--- src/mdc_pkg.sv ---
// Constants for the moisture detection control block
// Assumes an APB slave with 32-bit data and a 10 MHz clock
// Overview of operation
// [RULE1] Software leaves noise margin at reset value
// [RULE2] Two-bit selector picks the test current
// [RULE3] Eight-bit voltage threshold, resets to 0x77
// [RULE4] Auto detection runs every 16 s
// [RULE5] Manual request bit runs, self-clears
// [RULE6] Retry only after moisture was found
// [RULE7] Auto re-arm once moisture disappears
// [RULE8] Final current forced on abort, open, short
// [RULE9] Readings forced on abort, ground, open
// [RULE10] Averaging code selects one to 128 samples
// [RULE11] Clamp persisting after retries gives abort
// [RULE12] Results update together only on completion
package mdc_pkg;
    // Register indices; printed offsets are not word multiples
    localparam logic [7:0] IDX_NOISE = 8'h73;
    localparam logic [7:0] IDX_CUR_SEL = 8'h74;
    localparam logic [7:0] IDX_VTHR = 8'h75;
    localparam logic [7:0] IDX_CTRL = 8'h76;
    localparam logic [7:0] IDX_FINAL_CUR = 8'h77;
    localparam logic [7:0] IDX_AVG = 8'h78;
    localparam logic [7:0] IDX_MAX = 8'h79;
    localparam logic [7:0] IDX_MIN = 8'h7A;
    localparam logic [7:0] IDX_MEAS_CFG = 8'h80;
    localparam logic [7:0] IDX_IRQ_STAT = 8'h81;
    localparam logic [7:0] IDX_IRQ_EN = 8'h82;
    localparam logic [7:0] IDX_IRQ_CLR = 8'h83;
    localparam logic [7:0] IDX_STATUS = 8'h84;
    localparam int ADDR_SHIFT = 2;
    // Reset values
    localparam logic [5:0] NOISE_RST = 6'h00;
    localparam logic [1:0] CUR_SEL_RST = 2'h0;
    localparam logic [7:0] VTHR_RST = 8'h77;
    localparam logic [2:0] RETRY_RST = 3'h1;
    localparam logic [2:0] AVG_RST = 3'h0;
    // Control register bit positions
    localparam int CTRL_AUTO_BIT = 6;
    localparam int CTRL_MAN_BIT = 4;
    localparam int CTRL_RTY_BIT = 2;
    localparam int CTRL_REARM_BIT = 0;
    // Measurement config fields
    localparam int CFG_AVG_LSB = 0;
    localparam int CFG_RTY_LSB = 4;
    // Outcomes reported by the analog front end
    typedef enum logic [2:0] {MDC_RES_OK, MDC_RES_ABORT, MDC_RES_GROUND, MDC_RES_OPEN,
                              MDC_RES_SHORT} mdc_result_t;
    localparam logic [1:0] CUR_LOWEST = 2'h0;
    localparam logic [1:0] CUR_HIGHEST = 2'h3;
    localparam logic [7:0] READ_LOW = 8'h00;
    localparam logic [7:0] READ_HIGH = 8'hFF;
    // Interrupt bits
    localparam int IRQ_DONE = 0;
    localparam int IRQ_WET = 1;
    localparam int IRQ_DRY = 2;
    localparam int IRQ_W = 3;
    // Timing
    localparam longint CLK_HZ = 10000000;
    localparam longint AUTO_PERIOD_S = 16;
    localparam longint AUTO_CYCLES = AUTO_PERIOD_S * CLK_HZ;
    localparam logic [31:0] PSLVERR_NONE = 32'h0000_0000;
endpackage : mdc_pkg

--- src/mdc_result_mem.sv ---
// Result store: four bytes of final results, registered read
// Assumes one writer that updates all words together
`timescale 1ns/1ns
module mdc_result_mem (
    input wire logic clock,
    input wire logic rst_n,
    input wire logic wr_en,
    input wire logic [1:0] wr_cur,
    input wire logic [7:0] wr_avg,
    input wire logic [7:0] wr_max,
    input wire logic [7:0] wr_min,
    input wire logic [1:0] rd_sel,
    output logic [7:0] rd_data
);
    logic [7:0] mem_reg [4];
    logic [7:0] mem_next [4];
    logic [7:0] rd_reg;
    logic [7:0] rd_next;
    always_comb begin
        mem_next = mem_reg;
        if (wr_en) begin // RULE12
            mem_next[0] = {6'h00, wr_cur};
            mem_next[1] = wr_avg;
            mem_next[2] = wr_max;
            mem_next[3] = wr_min;
        end
        rd_next = mem_reg[rd_sel];
    end
    always_ff @(posedge clock) begin
        if (!rst_n) begin
            mem_reg <= '{default: 8'h00};
            rd_reg <= 8'h00;
        end else begin
            mem_reg <= mem_next;
            rd_reg <= rd_next;
        end
    end
    assign rd_data = rd_reg;
endmodule : mdc_result_mem

--- src/mdc_top.sv ---
// Moisture detection control: registers, launch sequencing, results
// Assumes an analog engine that runs one measurement per start pulse
`timescale 1ns/1ns
module mdc_top #(
    parameter longint AUTO_CYCLES = mdc_pkg::AUTO_CYCLES
) (
    input wire logic clock,
    input wire logic rst_n,
    input wire logic psel,
    input wire logic penable,
    input wire logic pwrite,
    input wire logic [11:0] paddr,
    input wire logic [31:0] pwdata,
    output logic [31:0] prdata,
    output logic pready,
    output logic pslverr,
    output logic meas_start,
    output logic [1:0] test_current_sel,
    output logic [7:0] wet_voltage_threshold,
    output logic [5:0] noise_margin,
    output logic [2:0] averaging_count,
    output logic [2:0] measure_retry_count,
    input wire logic meas_done,
    input wire logic [2:0] meas_result,
    input wire logic meas_wet,
    input wire logic [1:0] meas_cur,
    input wire logic [7:0] meas_avg,
    input wire logic [7:0] meas_max,
    input wire logic [7:0] meas_min,
    input wire logic moisture_present,
    output logic rearm,
    output logic irq
);
    // ****************************************
    // Register file
    // ****************************************
    typedef enum logic [1:0] {MDC_IDLE, MDC_RUN} mdc_state_t;
    logic [5:0] noise_reg, noise_next;
    logic [1:0] cur_reg, cur_next;
    logic [7:0] vthr_reg, vthr_next;
    logic auto_reg, auto_next, man_reg, man_next, rty_reg, rty_next, rearm_en_reg, rearm_en_next;
    logic [2:0] avg_reg, avg_next, rcnt_reg, rcnt_next;
    logic [mdc_pkg::IRQ_W-1:0] ist_reg, ist_next, ien_reg, ien_next;
    logic [31:0] prdata_reg, prdata_next;
    logic pready_reg, pready_next;
    logic found_reg, found_next;
    logic [27:0] tmr_reg, tmr_next;
    mdc_state_t st_reg, st_next;
    logic start_reg, start_next, rearm_reg, rearm_next, irq_reg, irq_next;
    logic [7:0] idx;
    logic wr, rd_res;
    logic [7:0] res_data;
    logic auto_fire;
    logic [1:0] f_cur;
    logic [7:0] f_avg, f_max, f_min;

    function automatic logic [7:0] to_idx(input logic [11:0] a);
        to_idx = a[9:2];
    endfunction : to_idx

    assign idx = to_idx(paddr);
    // Commit on the completing edge, so a write lands exactly when pready is seen
    assign wr = psel && penable && pwrite && pready_reg;
    assign rd_res = idx >= mdc_pkg::IDX_FINAL_CUR && idx <= mdc_pkg::IDX_MIN;
    assign auto_fire = auto_reg && (tmr_reg == 28'(AUTO_CYCLES - 1));

    // ****************************************
    // Forced outcome values
    // ****************************************
    always_comb begin
        f_cur = meas_cur;
        f_avg = meas_avg;
        f_max = meas_max;
        f_min = meas_min;
        if (meas_result == mdc_pkg::MDC_RES_ABORT || meas_result == mdc_pkg::MDC_RES_OPEN) begin
            f_cur = mdc_pkg::CUR_LOWEST; // RULE8
        end else if (meas_result == mdc_pkg::MDC_RES_SHORT) begin
            f_cur = mdc_pkg::CUR_HIGHEST; // RULE8
        end
        if (meas_result == mdc_pkg::MDC_RES_ABORT || meas_result == mdc_pkg::MDC_RES_GROUND) begin
            f_avg = mdc_pkg::READ_LOW; // RULE9 RULE11
            f_max = mdc_pkg::READ_LOW;
            f_min = mdc_pkg::READ_LOW;
        end else if (meas_result == mdc_pkg::MDC_RES_OPEN) begin
            f_avg = mdc_pkg::READ_HIGH; // RULE9
            f_max = mdc_pkg::READ_HIGH;
            f_min = mdc_pkg::READ_HIGH;
        end
    end

    mdc_result_mem u_res (
        .clock(clock),
        .rst_n(rst_n),
        .wr_en(meas_done && st_reg == MDC_RUN),
        .wr_cur(f_cur),
        .wr_avg(f_avg),
        .wr_max(f_max),
        .wr_min(f_min),
        .rd_sel(2'(idx - mdc_pkg::IDX_FINAL_CUR)),
        .rd_data(res_data)
    );

    // ****************************************
    // Next state
    // ****************************************
    always_comb begin
        noise_next = noise_reg;
        cur_next = cur_reg;
        vthr_next = vthr_reg;
        auto_next = auto_reg;
        man_next = man_reg;
        rty_next = rty_reg;
        rearm_en_next = rearm_en_reg;
        avg_next = avg_reg;
        rcnt_next = rcnt_reg;
        ien_next = ien_reg;
        ist_next = ist_reg;
        found_next = found_reg;
        st_next = st_reg;
        start_next = 1'b0;
        rearm_next = 1'b0;
        tmr_next = auto_reg ? (auto_fire ? 28'h0000000 : tmr_reg + 28'h0000001) : 28'h0000000; // RULE4
        pready_next = psel && penable && !pready_reg;
        prdata_next = prdata_reg;
        if (wr) begin
            if (idx == mdc_pkg::IDX_NOISE) begin
                noise_next = pwdata[5:0]; // RULE1
            end else if (idx == mdc_pkg::IDX_CUR_SEL) begin
                cur_next = pwdata[1:0]; // RULE2
            end else if (idx == mdc_pkg::IDX_VTHR) begin
                vthr_next = pwdata[7:0]; // RULE3
            end else if (idx == mdc_pkg::IDX_CTRL) begin
                auto_next = pwdata[mdc_pkg::CTRL_AUTO_BIT];
                rearm_en_next = pwdata[mdc_pkg::CTRL_REARM_BIT];
                man_next = man_reg | pwdata[mdc_pkg::CTRL_MAN_BIT]; // RULE5
                rty_next = rty_reg | (pwdata[mdc_pkg::CTRL_RTY_BIT] & found_reg); // RULE6
            end else if (idx == mdc_pkg::IDX_MEAS_CFG) begin
                avg_next = pwdata[mdc_pkg::CFG_AVG_LSB +: 3]; // RULE10
                rcnt_next = pwdata[mdc_pkg::CFG_RTY_LSB +: 3]; // RULE11
            end else if (idx == mdc_pkg::IDX_IRQ_EN) begin
                ien_next = pwdata[mdc_pkg::IRQ_W-1:0];
            end else if (idx == mdc_pkg::IDX_IRQ_CLR) begin
                ist_next = ist_reg & ~pwdata[mdc_pkg::IRQ_W-1:0];
            end
        end
        case (st_reg)
            MDC_IDLE: begin
                if (man_next || rty_next || auto_fire) begin
                    start_next = 1'b1; // RULE4 RULE5 RULE6
                    st_next = MDC_RUN;
                end
            end
            MDC_RUN: begin
                if (meas_done) begin
                    st_next = MDC_IDLE;
                    man_next = 1'b0; // RULE5
                    rty_next = 1'b0; // RULE6
                    found_next = meas_wet;
                    ist_next[mdc_pkg::IRQ_DONE] = 1'b1;
                    if (meas_wet) begin
                        ist_next[mdc_pkg::IRQ_WET] = 1'b1;
                    end
                end
            end
            default: st_next = MDC_IDLE;
        endcase
        if (found_reg && !moisture_present && rearm_en_reg && st_reg == MDC_IDLE) begin
            found_next = 1'b0; // RULE7
            rearm_next = 1'b1;
            ist_next[mdc_pkg::IRQ_DRY] = 1'b1;
        end
        irq_next = |(ist_next & ien_next);
        if (psel && !penable && !pwrite) begin
            prdata_next = 32'h0000_0000;
            if (idx == mdc_pkg::IDX_NOISE) begin
                prdata_next[5:0] = noise_reg;
            end else if (idx == mdc_pkg::IDX_CUR_SEL) begin
                prdata_next[1:0] = cur_reg;
            end else if (idx == mdc_pkg::IDX_VTHR) begin
                prdata_next[7:0] = vthr_reg;
            end else if (idx == mdc_pkg::IDX_CTRL) begin
                prdata_next[mdc_pkg::CTRL_AUTO_BIT] = auto_reg;
                prdata_next[mdc_pkg::CTRL_MAN_BIT] = man_reg;
                prdata_next[mdc_pkg::CTRL_RTY_BIT] = rty_reg;
                prdata_next[mdc_pkg::CTRL_REARM_BIT] = rearm_en_reg;
            end else if (idx == mdc_pkg::IDX_MEAS_CFG) begin
                prdata_next[mdc_pkg::CFG_AVG_LSB +: 3] = avg_reg;
                prdata_next[mdc_pkg::CFG_RTY_LSB +: 3] = rcnt_reg;
            end else if (idx == mdc_pkg::IDX_IRQ_STAT) begin
                prdata_next[mdc_pkg::IRQ_W-1:0] = ist_reg;
            end else if (idx == mdc_pkg::IDX_IRQ_EN) begin
                prdata_next[mdc_pkg::IRQ_W-1:0] = ien_reg;
            end else if (idx == mdc_pkg::IDX_STATUS) begin
                prdata_next[1:0] = {found_reg, st_reg == MDC_RUN};
            end
        end else if (psel && penable && !pwrite && !pready_reg && rd_res) begin
            // Result store answers one cycle later through its own register
            prdata_next = {24'h000000, res_data};
        end
    end

    // ****************************************
    // Registers
    // ****************************************
    always_ff @(posedge clock) begin
        if (!rst_n) begin
            noise_reg <= mdc_pkg::NOISE_RST;
            cur_reg <= mdc_pkg::CUR_SEL_RST;
            vthr_reg <= mdc_pkg::VTHR_RST;
            auto_reg <= 1'b1;
            man_reg <= 1'b0;
            rty_reg <= 1'b0;
            rearm_en_reg <= 1'b1;
            avg_reg <= mdc_pkg::AVG_RST;
            rcnt_reg <= mdc_pkg::RETRY_RST;
            ist_reg <= '0;
            ien_reg <= '0;
            prdata_reg <= 32'h0000_0000;
            pready_reg <= 1'b0;
            found_reg <= 1'b0;
            tmr_reg <= 28'h0000000;
            st_reg <= MDC_IDLE;
            start_reg <= 1'b0;
            rearm_reg <= 1'b0;
            irq_reg <= 1'b0;
        end else begin
            noise_reg <= noise_next;
            cur_reg <= cur_next;
            vthr_reg <= vthr_next;
            auto_reg <= auto_next;
            man_reg <= man_next;
            rty_reg <= rty_next;
            rearm_en_reg <= rearm_en_next;
            avg_reg <= avg_next;
            rcnt_reg <= rcnt_next;
            ist_reg <= ist_next;
            ien_reg <= ien_next;
            prdata_reg <= prdata_next;
            pready_reg <= pready_next;
            found_reg <= found_next;
            tmr_reg <= tmr_next;
            st_reg <= st_next;
            start_reg <= start_next;
            rearm_reg <= rearm_next;
            irq_reg <= irq_next;
        end
    end

    assign prdata = prdata_reg;
    assign pready = pready_reg;
    assign pslverr = mdc_pkg::PSLVERR_NONE[0];
    assign meas_start = start_reg;
    assign test_current_sel = cur_reg;
    assign wet_voltage_threshold = vthr_reg;
    assign noise_margin = noise_reg;
    assign averaging_count = avg_reg;
    assign measure_retry_count = rcnt_reg;
    assign rearm = rearm_reg;
    assign irq = irq_reg;

    // ****************************************
    // Checks
    // ****************************************
    chk_start_run: assert property (@(posedge clock) disable iff (!rst_n)
        meas_start |-> st_reg == MDC_RUN) else $error("start without run"); // RULE5
    chk_man_clear: assert property (@(posedge clock) disable iff (!rst_n)
        (st_reg == MDC_RUN && meas_done) |=> !man_reg) else $error("manual bit stuck"); // RULE5
    chk_retry_gate: assert property (@(posedge clock) disable iff (!rst_n)
        (!rty_reg && !found_reg && st_reg == MDC_IDLE) |=> !rty_reg) else $error("retry without moisture"); // RULE6
    chk_rearm_dry: assert property (@(posedge clock) disable iff (!rst_n)
        rearm |-> !found_reg && $past(found_reg)) else $error("rearm without found"); // RULE7
    chk_vthr_reset: assert property (@(posedge clock)
        !rst_n |=> wet_voltage_threshold == mdc_pkg::VTHR_RST) else $error("threshold reset"); // RULE3
    chk_cur_write: assert property (@(posedge clock) disable iff (!rst_n)
        (wr && idx == mdc_pkg::IDX_CUR_SEL) |=> test_current_sel == $past(pwdata[1:0])) else $error("sel"); // RULE2
    chk_auto_off: assert property (@(posedge clock) disable iff (!rst_n)
        !auto_reg |=> tmr_reg == 28'h0000000) else $error("timer runs"); // RULE4
    chk_irq_level: assert property (@(posedge clock) disable iff (!rst_n)
        $rose(irq) |-> |(ist_reg & ien_reg)) else $error("irq without cause");
    cov_manual: cover property (@(posedge clock) disable iff (!rst_n) man_reg ##[1:50] !man_reg);
    cov_wet: cover property (@(posedge clock) disable iff (!rst_n) $rose(found_reg));
    cov_rearm: cover property (@(posedge clock) disable iff (!rst_n) rearm);
endmodule : mdc_top
--- config.mk ---
export PLATFORM = sky130hd
export DESIGN_NAME = mdc_top
export DESIGN_NICKNAME = d
export VERILOG_FILES = /design/src/mdc_pkg.sv /design/src/mdc_result_mem.sv /design/src/mdc_top.sv
export SDC_FILE = /design/constraint.sdc
export NUM_CORES = 1
export LEC_CHECK = 0
export ABC_CLOCK_PERIOD_IN_PS = 5100
export BUFFER_PORTS_ARGS = -buffer_cell sky130_fd_sc_hd__buf_2
export CELL_PAD_IN_SITES_DETAIL_PLACEMENT = 1
export CELL_PAD_IN_SITES_GLOBAL_PLACEMENT = 2
export CORE_MARGIN = 5
export CORE_UTILIZATION = 33
export DETAILED_ROUTE_END_ITERATION = 7
export PLACE_DENSITY = 0.88
export SYNTH_ARGS = -nofsm -noshare
export SYNTH_HDL_FRONTEND = slang
export SYNTH_SLANG_ARGS = --single-unit
--- constraint.sdc ---
create_clock -name clock -period 5.1 [get_ports clock]
set_clock_uncertainty 0.1 [all_clocks]
set_input_delay 1.02 -clock clock [delete_from_list [all_inputs] [get_ports clock]]
set_output_delay 1.02 -clock clock [all_outputs]
set_load 0.1 [all_outputs]
==> results, run 1 <==
- Walking the worst path, the cells encountered are buf_2, inv_1, ha_1, clkinv_1, nor4_4, mux2i_1, nand2_1.
- STA classifies the critical path endpoint as a flip-flop.
- Of all nets on the critical path, the largest fanout is 20.
- The number of antenna repair diodes is 0.
- The endpoint identified for the worst register-to-register timing path is tmr_reg[27].
- The cell taking the most area after synthesis is dfxtp_1.
- The die covers 18010 um2.
- The wire length on met2 is 6.619 mm.
- After detailed routing, the average wire length per cell comes to 16.91 um.
- On the worst path, the slowest cell contributes a delay of roughly 0.74 ns.
- The setup check on the worst reg-to-reg path leaves a slack of between 2 and 3 ns.
- The first-pass iteration count of the detailed router is 4.
- The clock latency on the worst-skew pair is 0.36 ns.
- The initial core utilization is approximately a third.
- After clock tree synthesis, the clock-pin slew on the worst setup and hold paths is 0.07 ns.
- Data arrives at the worst endpoint at 3.52 ns.
- In this run the remaining antenna-violating nets after routing total 0.
- The maximum number of pins on one net before global-route repair is 34.
- The number of flip-flops in the largest register is 28.
- The worst setup path category is in -> reg.
- The layout filler cell count is between 1500 and 2000.
- The tree is rooted in a clkbuf_16.
- Detailed placement ended at an HPWL of 10.76 mm.
- Among all flip-flop cells after synthesis, the most frequent one is dfxtp_1.
- The maximum ir drop on the vdd rail is 175.4 uV.
- The slowest stage cell on the critical path is nor4_4.
- The detailed router put a total of 6.783 mm of wire on met1.
- The met3 layer wire length in the routed design is ~660 um.
- Summing every instance area after synthesis gives ~5100 um2.
- The via count of the first global-routing pass came to 4361.
- The residual overflow from global routing is 0.
- The start point of the critical path is paddr[2].
- The number of H-tree levels is 3.
- The placeable core area is 15150 um2.
- By area the synthesized netlist is led by dfxtp_1 42%, mux2i_1 7.3%, nor2_1 6.5%, nand2_1 3.8%, buf_4 3.7%.
- The analysis attributes to cell leakage a power of 2.474 nW.
- The number of hold-slack violations in the final timing report is 0.
- The post-synthesis average cell area is between 8 and 9 um2.
- The worst path uses between 60% and 70% of the clock period.
- The category of cells accounting for the largest share of critical-path delay is buffers and inverters.
- The path class of the tightest hold or removal check is reg -> reg.
- The die height is 134.2 um.
- Setup violations remaining at the end of the flow were counted as 0.
- The register bit count reported by yosys is 108.
- The number of cells on the worst reg-to-reg path is 6.
- The sort of element at the start of the critical path is a primary input.
- The net switching share of the total power is 26.93%.
- After the last flow step, the layout net total stands at ~740.
- The total global routing track utilization is 15.75%.
- The width of the die is 134.2 um.
- For the worst setup path, the data required time is about 5.2 ns.
- In this run the critical register-to-register path is launched from tmr_reg[0].
- The count of input and output buffers is 86.
- The final route contains 4323 vias.
- The transition time at the pin with the least slew margin is 0.8115 ns.
- After layout, the design draws a total of ~1.9 mW.
- The hold buffer count at cts is 0.
- The share of power burned in registers is between 40 and 50%.
- In this run, the combinational gates consume 11.3% of the power.
- The total wirelength of the detailed-routed design is 14.26 mm.
- Synthesis handed over a netlist of about 580 instances.
- The area added between synthesis and finish is 16.45%.
- The via-per-instance ratio is 5.128.
- TritonCTS built the clock tree.
- The maximum root-to-sink buffer count is 2.
- Of the cells placed in the final design, the portion with a size suffix greater than 1 is 19.54%.
- Routability-driven placement finished with a final weighted congestion of between 0.8 and 0.9.
- The post-route DRC violation count is 0.
- The count of maximum capacitance violations is 0.
- Pin placement for this block handled 140 I/O pins.
- Yosys printed 0 warnings.
- The max-slew violation count is 0.
- Following the worst setup path forward leads to its endpoint at measure_retry_count[0].
- Timing would allow up to between 200 and 300 MHz.
- The number of flops mapped to enable cells by yosys is 0.
- The global-route wire length before repair is 22.90 mm.
- The worst max-slew margin expressed relative to the limit is a little under half.
- Power spread over the standard cell area amounts to 317.1 nW/um2.
- Post-CTS repair changed the size of 0 cells.
- The highest metal layer with signal wires is met4.
- The final setup TNS is 0 ns.
- The reported net switching power is 0.5061 mW.
- After floorplanning, the core was divided into 45 placement rows.
- The internal power is 1.373 mW.
- The TritonCTS buffer count is 9.
- The top cell type by area accounts for 42.48% of the synthesized area.
- Setup repair after global routing left no endpoint under its margin.
- The fraction of the yosys area taken by sequential cells is 42.48%.
- The critical path crosses 7 cells after its start point.
- For the finished layout, the period the worst path requires is around 3.4 ns.
- The initial antenna violation count is 0.
- For this design, the sink count on the clock tree is approximately 110.
- Once the clock tree was built, the setup fixing pass inserted 0 buffers.
- Together, buffers and inverters on the worst path number 3.
- Counting distinct cell types in the post-synthesis netlist gives 71.
- The clock share of power is 43.4%.
- Of all flip-flops after synthesis, the portion carrying an async set or reset was 0%.
- The flow ran to the end, and the final reports show no timing, DRC or antenna violations.
- The violation count after the first detailed-routing iteration is 220.
==> layout make-up <==
cell class	instances	area, um2	area share [%]
clock buffers	9	225.2	3.800
clock inverters	7	122.6	2.069
inverters	11	41.29	0.6966
multi-input cells	430	2680	45.22
flip-flops and latches	108	2162	36.48
well taps	188	235.2	3.969
repair buffers	90	460.4	7.769
==> how the worst min path moves through the flow <==
stage,startpoint,to,cells after the start
detailed placement,u_res.mem_reg[21],u_res.mem_reg[21],2
floorplan,u_res.mem_reg[1],u_res.mem_reg[1],2
global route,u_res.mem_reg[10],u_res.mem_reg[10],2
global placement,u_res.mem_reg[16],u_res.mem_reg[16],2
finish,u_res.mem_reg[19],u_res.mem_reg[19],2
CTS,u_res.mem_reg[19],u_res.mem_reg[19],2
==> cells in the mapped netlist, types with 3 or more instances <==
| cell type | count |
|---|---|
| a21oi_1 | 21 |
| a221oi_1 | 8 |
| o21a_1 | 3 |
| a211oi_1 | 7 |
| o21ai_0 | 32 |
| nor4_1 | 7 |
| buf_2 | 6 |
| nand2_1 | 52 |
| and2_1 | 9 |
| nand4_1 | 10 |
| dfxtp_1 | 108 |
| and3_1 | 13 |
| mux2_2 | 3 |
| inv_1 | 9 |
| xnor2_1 | 15 |
| ha_1 | 5 |
| nor2_1 | 88 |
| buf_4 | 25 |
| o211ai_1 | 3 |
| xor2_1 | 10 |
| or3_1 | 3 |
| nor3_1 | 10 |
| mux2i_1 | 37 |
| clkbuf_1 | 21 |
| nand3_1 | 10 |
==> metal layers <==
metal	GRT usage, %	up-vias
li1	-	2120
met1	21.02	2094
met2	25.92	95
met3	3.301	14
met4	4.299	0
met5	0	-
==> tightest hold or removal path: cells and delay by family (launching register included) <==
kind               cells  cell delay, ns
and+or+nand+nor        1            0.05
AOI/OAI and AO/OA      1            0.05
DFF                    1            0.33
==> stage by stage <==
step	instance area [um2]	setup WS, ns	utilization [%]	std cells	hold WS, ns
after floorplan	5180	2.103	-	601	0.3198
after global placement	5579	1.417	36.84	827	0.3317
after detailed placement	5579	1.382	36.84	827	0.3483
after CTS	5927	1.741	39.13	843	0.3641
after global routing	5927	1.556	39.13	843	0.3919
final	5927	1.709	39.13	843	0.3571
==> power groups by stage <==
stage	clock network [mW]	registers (mW)	logic, mW
2_1_floorplan	0	0.895	0.153
3_3_place_gp	0	0.872	0.210
3_5_place_dp	0	0.872	0.211
4_1_cts	0.841	0.852	0.212
5_1_grt	0.871	0.853	0.224
6_report	0.815	0.852	0.212
==> placed cells by master, fill, tap and decap left out, types with 5 or more instances in the layout <==
cell type,count
a211oi_1,7
a21oi_1,21
a221oi_1,8
and2_1,9
and3_1,13
buf_2,86
clkbuf_16,9
conb_1,25
dfxtp_1,108
ha_1,5
inv_1,9
mux2i_1,37
nand2_1,52
nand3_1,10
nand4_1,10
nor2_1,88
nor3_1,10
nor4_1,7
o21ai_0,32
xnor2_1,15
xor2_1,10
==> cells by family after synthesis <==
family	after synthesis	synth area share (%)
other	1	0.07368
AOI/OAI and AO/OA	100	13.08
and+or+nand+nor	233	23.38
buffers and inverters	63	6.637
xor gates and xnor gates	25	4.302
adders and majority gates	5	1.229
muxes	42	8.825
DFF	108	42.48
Note: power is estimated with default switching activity, not from simulation.
==> run 2, diff against run 1 <==
ABC_CLOCK_PERIOD_IN_PS = 2890   (was 5100)
CORE_UTILIZATION = 28   (was 33)
PLACE_DENSITY = 0.8   (was 0.88)
clock period = 2.89 ns   (was 5.1 ns; I/O delays follow)
==> run 2 against run 1 <==
- routed wire length up 5.9%
- combinational power up 83%
- die area up 16%
- critical path depth down 2
- sequential share of layout area down 0.69 points
- highest routed layer is now met5
==> results, run 2 (same netlist as run 1, synthesis figures left out) <==
- The worst hold slack is 0.3583 ns (+0.001237 ns).
- The count of input and output buffers is 86 (unchanged).
- The kind of capture point of the worst setup path is a flip-flop.
- The buffer count from post-CTS setup fixing is 0 (unchanged).
- The detailed placer's ending HPWL is 11.67 mm (+8.5%).
- The sort of element at the start of the critical path is a flip-flop.
- Traced cell by cell, the critical path runs through nand4_1, or3_1, nor3_1, nor3b_1, mux2_2.
- The setup slack of the critical path after layout was 0.4992 ns (-1.210 ns).
- The I/O pin count is 140 (unchanged).
- The worst-case setup slack after placement is 0.2494 ns (-1.133 ns).
- The worst max-slew margin expressed relative to the limit is 56.74% (+12 points).
- The clock-pin slew on the worst setup and hold paths came to 0.07 ns (about the same).
- The count of maximum capacitance violations is 0 (unchanged).
- The final clock period utilization by the worst path is 82.73%.
- The proportion of layout cells with a drive suffix above 1 was 21.19% (+1.7 points).
- Counting I/O delays and the setup requirement, the final critical path takes 2.391 ns.
- The post-route standard cell area excluding fillers was 6041 um2 (+1.9%).
- The transition time at the pin with the least slew margin is 0.6402 ns (-0.1713 ns).
- Derived from the worst setup path, the maximum achievable clock frequency is 418.3 MHz.
- The TritonCTS buffer count is 9 (unchanged).
- The net switching share of the total power is 28.26% (+1.3 points).
- The area of the multi-input gates was 2680 um2 (unchanged).
- The clock latency on the worst-skew pair is 0.36 ns (about the same).
- The area of the die is 20970 um2 (+16%).
- The internal power is 2.249 mW (+64%).
- The via-per-instance ratio came to 4.810 (-6.2%).
- The total wirelength of the detailed-routed design is 15.10 mm (+5.9%).
- The total global routing track utilization came to 14.71% (-1.0 points).
- The global-route wire length before repair came to 24.25 mm (+5.9%).
- The number of nets at the end of the flow is 752 (+2.2%).
- The number of flip-flops in the largest register is 28 (unchanged).
- The remaining antenna violation count is 0 (unchanged).
- The clock net sink count is 108 (unchanged).
- The static leakage is 2.530 nW (+2.2%).
- The via count of the first global-routing pass came to 4622 (+6.0%).
- The initial core utilization was 28.43% (-5.2 points).
- The number of H-tree levels is 3 (unchanged).
- The residual overflow from global routing is 0 (unchanged).
- The worst setup path category is reg -> reg.
- The most common cell after layout, fill and taps aside is dfxtp_1.
- The required time at the endpoint of the critical path is 3.03 ns (-2.20 ns).
- The delay contributed by the slowest stage of the critical path came to 0.53 ns (-0.21 ns).
- The area taken by flip-flops and latches is 2162 um2 (unchanged).
- The final setup violation count is 0 (unchanged).
- The routability-driven placement congestion ratio is 0.8357 (-4.2%).
- The reported net switching power is 0.8861 mW (+75%).
- The maximum number of pins on one net before global-route repair is 34 (unchanged).
- The number of hold-slack violations in the final timing report was 0 (unchanged).
- The max-slew violation count is 0 (unchanged).
- The CTS tree is yes.
- The final setup TNS is 0 ns (unchanged).
- The hold buffer count at cts is 0 (unchanged).
- The placeable core area is 17900 um2 (+18%).
- The arrival time of data at the critical path endpoint is 2.53 ns (-0.99 ns).
- The number of antenna repair diodes is 0 (unchanged).
- The area growth from synthesis to layout is 18.68%.
- The count of instances resized after the clock tree is built was 0 (unchanged).
- The die height is 144.8 um (+7.9%).
- The number of standard-cell rows in the floorplan is 49 (+8.9%).
- The core occupancy in the finished layout is 33.74% (-5.4 points).
- Setup repair after global routing left no endpoint under its margin.
- The post-route DRC violation count is 0 (unchanged).
- The share of power burned in registers was 48.0% (+2.6 points).
- The share of total power in combinational logic is 12.3% (+1.0 points).
- The flow ran to the end, and the final reports show no timing, DRC or antenna violations.
- The power density normalized to cell area is 519.1 nW/um2 (+64%).
- The maximum ir drop on the vdd rail was 359.3 uV (+100%).
- The layout filler cell count is 2181 (+21%).
- In the layout the commonest cells are 108 x dfxtp_1, 88 x nor2_1, 86 x buf_2.
- The largest individual stage delay along the critical path comes from the cell or3_1.
- The cell area after placement is 5751 um2 (+3.1%).
- The path class of the tightest hold or removal check is reg -> reg.
- The first-pass iteration count of the detailed router is 4 (unchanged).
- The clock share of power was 39.7% (-3.7 points).
- The total number of vias was 4324 (+0.023%).
- The width of the die came to 144.8 um (+7.9%).
- The tree is rooted in a clkbuf_16.
- The routed length per instance is 16.80 um (-0.70%).
- The maximum root-to-sink buffer count came to 2 (unchanged).
- The initial antenna violation count is 1 (+1).
- The largest fanout on the critical path came to 6 (-70%).
- The violation count after the first detailed-routing iteration is 132 (-40%).
==> run 2: per-stage QoR <==
stage	total power [mW]	cells
finish	3.136	899
global route	3.258	899
CTS	3.174	899
detailed placement	1.925	884
global placement	1.918	884
floorplan	1.849	601
==> run 2: critical path: cells and delay by family (launching register included) <==
| family | cells | cell delay (ns) |
|---|---|---|
| DFF | 1 | 0.41 |
| muxes | 1 | 0.37 |
| and+or+nand+nor | 4 | 1.41 |
==> run 2: worst paths after layout <==
kind	from	end	slack, ns	depth (start not counted)
max	tmr_reg[6]	tmr_reg[27]	0.50	5
min	u_res.mem_reg[6]	u_res.mem_reg[6]	0.36	2
max reg2reg	tmr_reg[6]	tmr_reg[27]	0.50	5
min reg2reg	u_res.mem_reg[6]	u_res.mem_reg[6]	0.36	2
==> run 2: power groups by stage <==
stage          combinational, mW  clock (mW)  sequential (mW)
6_report                   0.387        1.24             1.50
5_1_grt                    0.410        1.34             1.51
4_1_cts                    0.388        1.28             1.50
3_5_place_dp               0.386           0             1.54
3_3_place_gp               0.379           0             1.54
2_1_floorplan              0.270           0             1.58
==> run 2: layout make-up <==
type | count | share of cell area, %
Timing Repair Buffer | 106 | 9.611
Clock buffer | 10 | 3.790
Inverter | 11 | 0.6835
Clock inverter | 5 | 1.015
Multi-Input combinational cell | 430 | 44.37
Sequential cell | 108 | 35.79
Tap cell | 229 | 4.743
==> run 2: metal layers <==
metal	share of wire (%)	up-vias	wire (um)	track usage, %
li1	-	2152	-	-
met1	41	2078	6158	16.69
met2	52	74	7909	26.63
met3	5.3	18	804	4.666
met4	1.4	2	208	3.829
met5	0.12	-	18	0
==> run 3, diff against run 2 <==
ABC_CLOCK_PERIOD_IN_PS = 2300   (was 2890)
CORE_UTILIZATION = 31   (was 28)
PLACE_DENSITY = 0.83   (was 0.8)
clock period = 2.3 ns   (was 2.89 ns; I/O delays follow)
==> run 3 against run 2 <==
- critical path depth is the same
- sequential cell count is the same
- worst setup slack lost 0.31 ns
- sequential share of layout area shrank 1.9 points
- die area shrank 9.0%
- first-iteration DRC count grew 61%
- critical path type unchanged
==> results, run 3 (same netlist as run 1, synthesis figures left out) <==
- The flow ran to the end, and the final reports show no timing, DRC or antenna violations.
- The count of maximum capacitance violations came to 0 (unchanged).
- The critical path ends at tmr_reg[27].
- In this run the worst setup path begins at tmr_reg[7].
- The maximum ir drop on the vdd rail is 383.5 uV (+6.7%).
- The total wirelength of the detailed-routed design is 15.25 mm (+1.0%).
- The sort of element at the start of the critical path is a flip-flop.
- The area of the die is 19080 um2 (-9.0%).
- The first-pass iteration count of the detailed router was 4 (unchanged).
- The number of H-tree levels is 3 (unchanged).
- The number of standard-cell rows in the floorplan is 46 (-6.1%).
- The largest fanout on the critical path is 4 (-2).
- The power density normalized to cell area is 639.6 nW/um2 (+23%).
- The worst-case setup slack after placement came to -0.1589 ns (-0.4082 ns).
- The TritonCTS buffer count is 9 (unchanged).
- The routed length per instance came to 16.45 um (-2.0%).
- The total global routing track utilization came to 15.76% (+1.0 points).
- The share of total power in combinational logic is 12.7% (+0.4 points).
- The count of input and output buffers is 86 (unchanged).
- The final setup TNS was 0 ns (unchanged).
- The worst max-slew margin expressed relative to the limit is 58.17% (+1.4 points).
- The delay contributed by the slowest stage of the critical path is 0.43 ns (-0.10 ns).
- The share of power burned in registers is 46.3% (-1.7 points).
- The maximum root-to-sink buffer count is 2 (unchanged).
- The die height came to 138.1 um (-4.6%).
- The number of hold-slack violations in the final timing report is 0 (unchanged).
- The required time at the endpoint of the critical path is 2.45 ns (-0.58 ns).
- The initial core utilization came to 31.81% (+3.4 points).
- The transition time at the pin with the least slew margin is 0.6274 ns (-0.01285 ns).
- The global-route wire length before repair is 24.78 mm (+2.2%).
- The top cell types in the final layout, fill and taps aside, are 107 x dfxtp_1, 88 x nor2_1, 86 x buf_2.
- The residual overflow from global routing is 0 (unchanged).
- The area taken by flip-flops and latches came to 2163 um2 (about the same).
- The detailed placer's ending HPWL is 12.12 mm (+3.8%).
- The detailed-routing wirelength on met1 was 7.252 mm (+18%).
- The layout filler cell count came to 1951 (-11%).
- The number of flip-flops in the largest register is 28 (unchanged).
- The total number of vias is 4506 (+4.2%).
- The buffer count from post-CTS setup fixing came to 0 (unchanged).
- The cell area after placement is 6056 um2 (+5.3%).
- The number of antenna repair diodes is 0 (unchanged).
- The clock latency on the worst-skew pair came to 0.36 ns (about the same).
- The placeable core area came to 16000 um2 (-11%).
- The count of buffering cells on the critical path with inverters included is 0 (unchanged).
- Setup repair after global routing left no endpoint under its margin.
- The worst min-delay path class is in -> reg.
- The reported net switching power was 1.115 mW (+26%).
- The via count of the first global-routing pass is 4828 (+4.5%).
- The number of gates on the worst path with buffers counted is 5 (unchanged).
- The post-route standard cell area excluding fillers is 6376 um2 (+5.6%).
- The violation count after the first detailed-routing iteration is 213 (+61%).
- The internal power is 2.963 mW (+32%).
- The critical path is of the reg -> reg type.
- The fmax is 474.2 MHz (+13%).
- Clock tree synthesis selected as its root buffer the cell clkbuf_16.
- The I/O pin count is 140 (unchanged).
- The net switching share of the total power is 27.34% (-0.92 points).
- The maximum number of pins on one net before global-route repair is 28 (-18%).
- Compared with the post-synthesis result, the final layout area differs by 25.27%.
- The category of cells accounting for the largest share of critical-path delay is simple AND/OR/NAND/NOR gates.
- The final setup violation count is 0 (unchanged).
- Walking the worst path, the cells encountered are nand4_1, or3_1, nor3_1, nor3b_1, mux2_2.
- The remaining antenna violation count came to 0 (unchanged).
- The width of the die is 138.1 um (-4.6%).
- The CTS tree is yes.
- The arrival time of data at the critical path endpoint came to 2.26 ns (-0.27 ns).
- The post-route DRC violation count is 0 (unchanged).
- The worst hold slack was 0.2454 ns (-0.1129 ns).
- The post-route minimum period was 2.109 ns (-0.2818 ns).
- The clock share of power is 41.0% (+1.3 points).
- The proportion of layout cells with a drive suffix above 1 is 26.02% (+4.8 points).
- The startpoint identified for the worst register-to-register timing path is tmr_reg[7].
- The static leakage is 2.741 nW (+8.4%).
- The area of the multi-input gates is 2686 um2 (+0.23%).
- The slowest stage of the critical path is the or3_1 cell.
- The total power draw is 4.078 mW (+30%).
- The setup slack of the critical path after layout is 0.1910 ns (-0.3082 ns).
- The max-slew violation count is 0 (unchanged).
- The highest metal layer with signal wires is met4.
- The initial antenna violation count was 0 (-1).
- The clock net sink count came to 108 (unchanged).
- The routability-driven placement congestion ratio is 0.8781 (+5.1%).
- The depth of the most critical reg-to-reg path was 5 (unchanged).
- The via-per-instance ratio is 4.861 (+1.1%).
- Leaving out fill and tap cells, the most frequent cell in the layout is dfxtp_1.
- The clock-pin slew on the worst setup and hold paths is 0.07 ns (about the same).
- The endpoint identified for the worst register-to-register timing path is tmr_reg[27].
- The kind of capture point of the worst setup path is a flip-flop.
- The met3 layer wire length in the routed design is 640 um (-20%).
- The number of nets at the end of the flow is 793 (+5.5%).
- The internal reg-to-reg setup slack came to 0.19 ns (-0.31 ns).
- The wire length on met2 was 7.180 mm (-9.2%).
- The final clock period utilization by the worst path is 91.70% (+9.0 points).
-- run 3: changes by cell type in the layout (fill, tap and decap cells not counted), sizes merged --
cell | previous run | this run
buf | 106 | 147
clkinv | 5 | 2
bufinv | 1 | 2
clkinvlp | 0 | 1
inv | 10 | 11
-- run 3: timing repair --
item	4_1_cts	5_1_grt
resized for setup	0	1
endpoints found under the hold margin	0	0
setup endpoints to repair	0	1
hold buffers	0	0
-- run 3: final cells by class --
class / instances / area share, %
Tap cell: 216 / 4.239
Timing Repair Buffer: 147 / 14.13
Clock buffer: 10 / 3.591
Sequential cell: 108 / 33.93
Multi-Input combinational cell: 430 / 42.13
Inverter: 11 / 0.6476
Clock inverter: 5 / 1.334
-- run 3: worst min-delay path by stage --
stage	from	slack, ns	to	cells past startpoint
global placement	pready	0.32	pready	1
detailed placement	pready	0.34	pready	1
finish	pwdata[7]	0.25	wet_voltage_threshold[7]	3
CTS	pwdata[7]	0.23	wet_voltage_threshold[7]	3
floorplan	u_res.mem_reg[1]	0.32	u_res.mem_reg[1]	2
global route	pwdata[7]	0.23	wet_voltage_threshold[7]	3
-- run 3: power groups by stage --
stage / clock network, mW / logic [mW] / registers [mW]
2_1_floorplan: 0 / 0.340 / 1.98
3_3_place_gp: 0 / 0.510 / 1.93
3_5_place_dp: 0 / 0.518 / 1.93
4_1_cts: 1.72 / 0.520 / 1.89
5_1_grt: 1.79 / 0.550 / 1.89
6_report: 1.67 / 0.518 / 1.89
-- run 3: per-stage QoR --
stage                     utilization (%)  cells
final                               39.85    927
after global routing                39.85    927
after CTS                           39.81    927
after detailed placement            37.85    912
after global placement              37.85    912
after floorplan                         -    601
-- run 3: routing by layer --
layer  track usage, %  vias to the layer above
li1                 -                     2234
met1            20.62                     2161
met2            26.34                      100
met3            3.483                       11
met4            4.212                        0
met5                0                        -
-- run 3: worst reg2reg max path, delay by kind of cell, from the launching register on --
family	cells	cell delay (ns)
multiplexers	1	0.37
flip-flops	1	0.39
AND/OR/NAND/NOR	4	1.14
